--- src/lbrg_pkg.sv ---
// package: register map, fields, reset values and types of the baud rate generator
package lbrg_pkg;

  localparam int          LBRG_AW               = 24;
  localparam logic [23:0] LBRG_DIV_HIGH_OFS     = 24'hff_e206;
  localparam logic [23:0] LBRG_DIV_LOW_OFS      = 24'hff_e207;
  localparam logic [23:0] LBRG_CTRL_OFS         = 24'hff_e208;
  localparam logic [23:0] LBRG_STAT_OFS         = 24'hff_e209;

  localparam logic [7:0]  LBRG_DIV_HIGH_RST     = 8'h01;
  localparam logic [7:0]  LBRG_DIV_LOW_RST      = 8'h01;
  localparam logic [7:0]  LBRG_CTRL_RST         = 8'h00;

  // control register fields
  localparam int          LBRG_CTRL_ENABLE_BIT  = 0;
  localparam int          LBRG_CTRL_LIN_BIT     = 1;
  localparam int          LBRG_CTRL_TSEL_BIT    = 2;
  localparam int          LBRG_CTRL_RXEN_BIT    = 3;
  localparam int          LBRG_CTRL_TXON_BIT    = 4;
  // status register fields
  localparam int          LBRG_STAT_TMODE_BIT   = 0;
  localparam int          LBRG_STAT_RUN_BIT     = 1;

  localparam logic [3:0]  LBRG_OVERSAMPLE_LAST  = 4'hf;
  localparam logic [15:0] LBRG_CNT_ONE          = 16'h0001;
  localparam logic [7:0]  LBRG_RD_UNMAPPED      = 8'h00;

  typedef struct packed {
    logic [LBRG_AW-1:0] addr;
    logic [7:0]         wdata;
    logic               wr;
    logic               rd;
  } lbrg_req_t;

  typedef struct packed {
    logic uart_en;
    logic lin_mode;
    logic timer_sel;
    logic rx_en;
    logic transmitter_on;
  } lbrg_ctrl_t;

  typedef enum logic [2:0] {
    LBRG_ST_IDLE  = 3'b001,
    LBRG_ST_BAUD  = 3'b010,
    LBRG_ST_TIMER = 3'b100
  } lbrg_state_t;

endpackage

--- src/lbrg_down_counter.sv ---
// file: reloading 16-bit down-counter that issues one tick per divisor count
module lbrg_down_counter
  import lbrg_pkg::*;
(
  input  wire logic        core_clk,
  input  wire logic        rst_n,
  input  wire logic        run,
  input  wire logic [15:0] load_value,
  output logic             tick
);

  logic [15:0] cnt_r;
  logic [15:0] cnt_nxt;
  logic        tick_nxt;
  wire         at_end = (cnt_r <= LBRG_CNT_ONE);

  // a zero divisor behaves like one so the counter never stalls
  assign tick_nxt = run & at_end;
  assign cnt_nxt  = !run ? load_value : (at_end ? load_value : cnt_r - LBRG_CNT_ONE);

  always_ff @(posedge core_clk or negedge rst_n) begin
    if (!rst_n) begin
      cnt_r <= 16'h0000;
      tick  <= 1'b0;
    end else begin
      cnt_r <= cnt_nxt;
      tick  <= tick_nxt;
    end
  end

endmodule

--- src/lbrg_top.sv ---
// file: baud rate generator of the lin uart with register port and timer mode
//
// Design decision made here: the strobed register port.
module lbrg_top
  import lbrg_pkg::*;
(
  input  wire logic               core_clk,
  input  wire logic               rst_n,
  input  wire logic [LBRG_AW-1:0] reg_addr,
  input  wire logic [7:0]         reg_wdata,
  input  wire logic               reg_wr,
  input  wire logic               reg_rd,
  output logic      [7:0]         reg_rdata,
  output logic                    sample_tick,
  output logic                    bit_tick,
  output logic                    rx_timeout_irq,
  output logic                    uart_en,
  output logic                    lin_mode,
  output logic                    transmitter_on
);

  ////////////////////////////////////////////////////////////////////////////
  // register port
  lbrg_req_t   req;
  lbrg_ctrl_t  ctrl_r;
  logic [7:0]  divisor_high_byte_r;
  logic [7:0]  divisor_low_byte_r;
  logic [7:0]  rdata_nxt;
  logic [15:0] rate_divider_value;
  lbrg_state_t state_r;
  lbrg_state_t state_nxt;

  assign req = '{addr: reg_addr, wdata: reg_wdata, wr: reg_wr, rd: reg_rd};

  function automatic logic hit(input logic [LBRG_AW-1:0] a, input logic [LBRG_AW-1:0] ofs);
    hit = (a == ofs);
  endfunction

  wire wr_high = req.wr & hit(req.addr, LBRG_DIV_HIGH_OFS);
  wire wr_low  = req.wr & hit(req.addr, LBRG_DIV_LOW_OFS);
  wire wr_ctrl = req.wr & hit(req.addr, LBRG_CTRL_OFS);

  // divisor bytes are not shadowed: a half-written value is loaded at the next counter reload,
  // which is why software keeps the uart off while updating them
  assign rate_divider_value = {divisor_high_byte_r, divisor_low_byte_r};

  wire [7:0] ctrl_rd = {3'b000, ctrl_r.transmitter_on, ctrl_r.rx_en, ctrl_r.timer_sel,
                        ctrl_r.lin_mode, ctrl_r.uart_en};
  wire [7:0] stat_rd = {6'b00_0000, state_r != LBRG_ST_IDLE, state_r == LBRG_ST_TIMER};

  assign rdata_nxt = !req.rd ? 8'h00 :
                     hit(req.addr, LBRG_DIV_HIGH_OFS) ? divisor_high_byte_r :
                     hit(req.addr, LBRG_DIV_LOW_OFS)  ? divisor_low_byte_r :
                     hit(req.addr, LBRG_CTRL_OFS)     ? ctrl_rd :
                     hit(req.addr, LBRG_STAT_OFS)     ? stat_rd : LBRG_RD_UNMAPPED;

  always_ff @(posedge core_clk or negedge rst_n) begin
    if (!rst_n) begin
      divisor_high_byte_r <= LBRG_DIV_HIGH_RST;
      divisor_low_byte_r  <= LBRG_DIV_LOW_RST;
      ctrl_r              <= lbrg_ctrl_t'(LBRG_CTRL_RST[4:0]);
      reg_rdata           <= 8'h00;
    end else begin
      if (wr_high) divisor_high_byte_r <= req.wdata;
      if (wr_low)  divisor_low_byte_r  <= req.wdata;
      if (wr_ctrl) begin
        ctrl_r.uart_en        <= req.wdata[LBRG_CTRL_ENABLE_BIT];
        ctrl_r.lin_mode       <= req.wdata[LBRG_CTRL_LIN_BIT];
        ctrl_r.timer_sel      <= req.wdata[LBRG_CTRL_TSEL_BIT];
        ctrl_r.rx_en          <= req.wdata[LBRG_CTRL_RXEN_BIT];
        ctrl_r.transmitter_on <= req.wdata[LBRG_CTRL_TXON_BIT];
      end
      reg_rdata <= rdata_nxt;
    end
  end

  ////////////////////////////////////////////////////////////////////////////
  // mode selection
  // timer needs the uart off and the receiver off; the transmitter may stay on
  wire timer_ok = ctrl_r.timer_sel & ~ctrl_r.rx_en & ~ctrl_r.uart_en;

  always_comb begin
    case (state_r)
      LBRG_ST_IDLE:  state_nxt = ctrl_r.uart_en ? LBRG_ST_BAUD :
                                 (timer_ok ? LBRG_ST_TIMER : LBRG_ST_IDLE);
      LBRG_ST_BAUD:  state_nxt = ctrl_r.uart_en ? LBRG_ST_BAUD : LBRG_ST_IDLE;
      LBRG_ST_TIMER: state_nxt = timer_ok ? LBRG_ST_TIMER : LBRG_ST_IDLE;
      default:       state_nxt = LBRG_ST_IDLE;
    endcase
  end

  always_ff @(posedge core_clk or negedge rst_n) begin
    if (!rst_n) state_r <= LBRG_ST_IDLE;
    else        state_r <= state_nxt;
  end

  ////////////////////////////////////////////////////////////////////////////
  // divisor counter and tick distribution
  logic       div_tick;
  logic [3:0] os_cnt_r;
  logic [3:0] os_cnt_nxt;
  wire        counting = (state_r != LBRG_ST_IDLE) && (state_r == state_nxt);

  lbrg_down_counter u_cnt (
    .core_clk   (core_clk),
    .rst_n      (rst_n),
    .run        (counting),
    .load_value (rate_divider_value),
    .tick       (div_tick)
  );

  wire in_baud  = (state_r == LBRG_ST_BAUD);
  wire in_timer = (state_r == LBRG_ST_TIMER);
  wire os_wrap  = (os_cnt_r == LBRG_OVERSAMPLE_LAST);

  // standard mode: sixteen divisor ticks per bit; lin mode: one per bit
  assign os_cnt_nxt = !in_baud ? 4'h0 : (div_tick ? os_cnt_r + 4'h1 : os_cnt_r);

  wire bit_nxt = in_baud & div_tick & (ctrl_r.lin_mode | os_wrap);
  wire smp_nxt = in_baud & div_tick & ~ctrl_r.lin_mode;
  wire irq_nxt = in_timer & div_tick;

  always_ff @(posedge core_clk or negedge rst_n) begin
    if (!rst_n) begin
      os_cnt_r       <= 4'h0;
      sample_tick    <= 1'b0;
      bit_tick       <= 1'b0;
      rx_timeout_irq <= 1'b0;
      uart_en        <= 1'b0;
      lin_mode       <= 1'b0;
      transmitter_on <= 1'b0;
    end else begin
      os_cnt_r       <= os_cnt_nxt;
      sample_tick    <= smp_nxt;
      bit_tick       <= bit_nxt;
      rx_timeout_irq <= irq_nxt;
      uart_en        <= ctrl_r.uart_en;
      lin_mode       <= ctrl_r.lin_mode;
      transmitter_on <= ctrl_r.transmitter_on;
    end
  end

endmodule

--- config.mk ---
export PLATFORM = sky130hd
export DESIGN_NAME = lbrg_top
export DESIGN_NICKNAME = d
export VERILOG_FILES = /design/src/lbrg_pkg.sv /design/src/lbrg_down_counter.sv /design/src/lbrg_top.sv
export SDC_FILE = /design/constraint.sdc
export NUM_CORES = 1
export LEC_CHECK = 0
export ABC_AREA = 1
export BUFFER_PORTS_ARGS = -buffer_cell sky130_fd_sc_hd__buf_2
export CAP_MARGIN = 20
export CORE_ASPECT_RATIO = 0.6
export CORE_MARGIN = 10
export CORE_UTILIZATION = 57
export DETAILED_ROUTE_END_ITERATION = 12
export HOLD_SLACK_MARGIN = 0.15
export PLACE_DENSITY = 0.8
export RECOVER_POWER = 25
export SYNTH_ARGS = -nofsm -noshare
export SYNTH_HDL_FRONTEND = slang
export SYNTH_SLANG_ARGS = --single-unit
export TNS_END_PERCENT = 1
--- constraint.sdc ---
create_clock -name core_clk -period 2.4 [get_ports core_clk]
set_clock_uncertainty 0.15 [all_clocks]
set_input_delay 0.36 -clock core_clk [delete_from_list [all_inputs] [get_ports core_clk]]
set_output_delay 0.36 -clock core_clk [all_outputs]
set_load 0.01 [all_outputs]
==> reports/results.ini <==
[floorplan]
chipWidth_um=117.6
placeableCoreArea_sq_um=5544
dieArea_sq_um=9234
die_h_um=78.54
rows=21
start_util_pct=58.72
ios=50

[logic_synthesis]
yosysWarnings=0
synthTopCellsByArea=dfrtp_1 43%, nand2_1 18%, nor2_1 5.8%, inv_1 5.2%, nand3_1 3.5%
synth_common_cells=153 x nand2_1, 56 x dfrtp_1, 50 x nor2_1, 45 x inv_1, 23 x nand3_1
ys_seq_elements=59
synth_cell_types=31
synth_area_sq_um=3256
synth_top_cell_area_share_pct=43.04
yosysSeqAreaShare_pct=45.47
async_flop_share_pct=100.0
synth_nets=473
synthesis.instances=434
synth_edf_count=0
syn_avg_cell_area_sq_um=7.501
synth_most_common_cell=nand2_1
synthFlopType=dfrtp_1
yosys.area.top_type=dfrtp_1

[global_routing]
grt_pass1_wl_mm=14.03
grt_max_degree=60
grt_pass1_vias=2770
antenna_found_initial=0
grtUsageTotal_pct=18.54
grt_overflow=0

[place]
pre_cts_ws_ps=278.8
dp.cells=560
hpwlAfterDp_mm=6.435
gp_congestion=0.9526
placed_cell_area_sq_um=3595
io_buffers=49

[timing]
final-hold-violation-count=0
max_freq_mhz=471.5
fin_tns_setup_ps=0
min_period_ps=2121
slew_headroom_pct=6.354
fin_crit_sh_pct=88.37
setup_viol_count_final=0
worst_slew_pin_slew_ps=1405
rsz0062_at_grt=false
setup_ws_ps=279.2
drv_slew=0

[setup_path]
setup.worst_path.start=u_cnt.cnt_r[0]
cp_data_arrival_time_ps=2210
crit_required_ps=2480
worstSetupStartpointType=register
critPathMaxFanout=11
r2r-start=u_cnt.cnt_r[0]
endpoint_kind=register
critPathKind=reg2reg

[clocking]
cts_buffers=9
cts_hold_buf=5
ctsResizeCount=0
clockBufferDepth=2
cts_root_buf=clkbuf_8
cts_setup_buffers=0
clk_latency_ps=340
cts_sinks=59
htreeDepth=3
cts.clk_slew.worst_paths_ps=70
cts_tree=done

[status]
status=complete, no violations

[cells_and_area]
diodes=0
syn2layout_area_growth_pct=18.79
finalNetCount=535
layout-drive-gt1-share_pct=20.36
final_cells=581
postLayoutCellArea_sq_um=3867

[routing]
drt-initial-drc-count=285
drt_wl_total_mm=8.331
drc=0
wl_per_cell_um=14.34
drt_first_pass_iters=5
antenna_left=0
num_vias=3059
vias_per_cell=5.265

[min_path]
worstHoldPathType=in2reg
min-delay-start=reg_wdata[3]

[power_and_ir_drop]
p_per_area_nw_per_um2=557.0
finalPower_w=0.002154
leakage_nw=2.170
peakVddDrop_v=0.0004107

[run]
max_cap_viol_count=0

[where the power goes]
part           leakage [nW]  switching (W)  total [W]  internal, W
logic                  1.24      0.0000521  0.0000857    0.0000336
clock network         0.120       0.000401    0.00107     0.000672
registers             0.814  0.00000000731   0.000994     0.000994
[layout by cell type (no fill, tap or decap)]
cell type / netlist / routed
a21oi_1: 8 / 8
buf_2: 3 / 49
buf_4: 1 / 3
bufinv_16: 0 / 2
clkbuf_1: 1 / 1
clkbuf_2: 0 / 1
clkbuf_8: 0 / 12
clkinv_4: 0 / 1
dfrtp_1: 56 / 56
dfstp_2: 3 / 3
dlygate4sd3_1: 0 / 5
ha_1: 3 / 3
inv_1: 45 / 45
inv_2: 7 / 7
nand2_1: 153 / 153
nand2_2: 3 / 3
nand3_1: 23 / 23
nand3_2: 3 / 3
nand3b_1: 3 / 3
nand3b_4: 1 / 1
nand4_1: 16 / 16
nand4_2: 1 / 1
nor2_1: 50 / 50
nor2_2: 1 / 1
nor2_4: 3 / 3
nor3_1: 4 / 4
nor3_2: 1 / 1
nor3_4: 1 / 1
o2111ai_1: 1 / 1
o21ai_0: 13 / 13
o21ai_1: 8 / 8
o21ai_2: 9 / 9
or2_2: 1 / 1
xnor2_1: 5 / 5
xor2_1: 5 / 5
[state kept, by name (all words and copies together) (netlist names), 3 cells and up]
signal,cells
divisor_low_byte_r,8
u_cnt.cnt_r,16
ctrl_r,5
divisor_high_byte_r,8
os_cnt_r,4
state_r,3
reg_rdata,8
[critical path, cell delays in order, from the launching register on]
cell and delay [ps]:
dfrtp_1 400, inv_1 120, ha_1 280, nand2_1 140, a21oi_1 180, nand2_1 260, or2_2 350, nand3_1 80
nand2_1 50
[layout make-up]
class	count	area [sq um]
multi-input cells	316	1531
well taps	80	100.1
repair buffers	58	322.8
flip-flops and latches	59	1480
fillers	440	1677
clock inverters	3	68.82
clock buffers	13	168.9
inverters	52	195.2
[final timing paths]
path	end	slack, ps	cells after the start
max in group asynchronous	divisor_high_byte_r[7]	430	3
setup reg to reg	u_cnt.cnt_r[15]	280	8
setup / recovery	u_cnt.cnt_r[15]	280	8
hold reg to reg	transmitter_on	270	0
hold / removal	divisor_low_byte_r[3]	170	3
min in group asynchronous	os_cnt_r[3]	810	3
[metal layers]
metal  global-route usage [%]  vias to the layer above  share of wire (%)
met5                        0                        -                  0
met4                    5.897                        0                1.2
met3                    3.857                       15                7.3
met2                    27.63                      122                 44
met1                    26.36                     1420                 48
li1                         -                     1502                  -
[per-stage QoR]
| stage | hold WS (ps) | util [%] |
|---|---|---|
| floorplan | -85.59 | - |
| global placement | 232.7 | 64.84 |
| detailed placement | 229.9 | 64.84 |
| CTS | 164.7 | 70.03 |
| global route | 182.9 | 69.76 |
| finish | 169.7 | 69.76 |
[cells by family after synthesis]
family | synth area share (%)
AO/OA/AOI/OAI | 7.149
XOR/XNOR | 2.690
adder cells (fa/ha/maj) | 1.153
buffers and inverters | 7.494
flip-flops | 45.47
AND/OR/NAND/NOR | 36.05
Power figures use the tool's default switching activity.
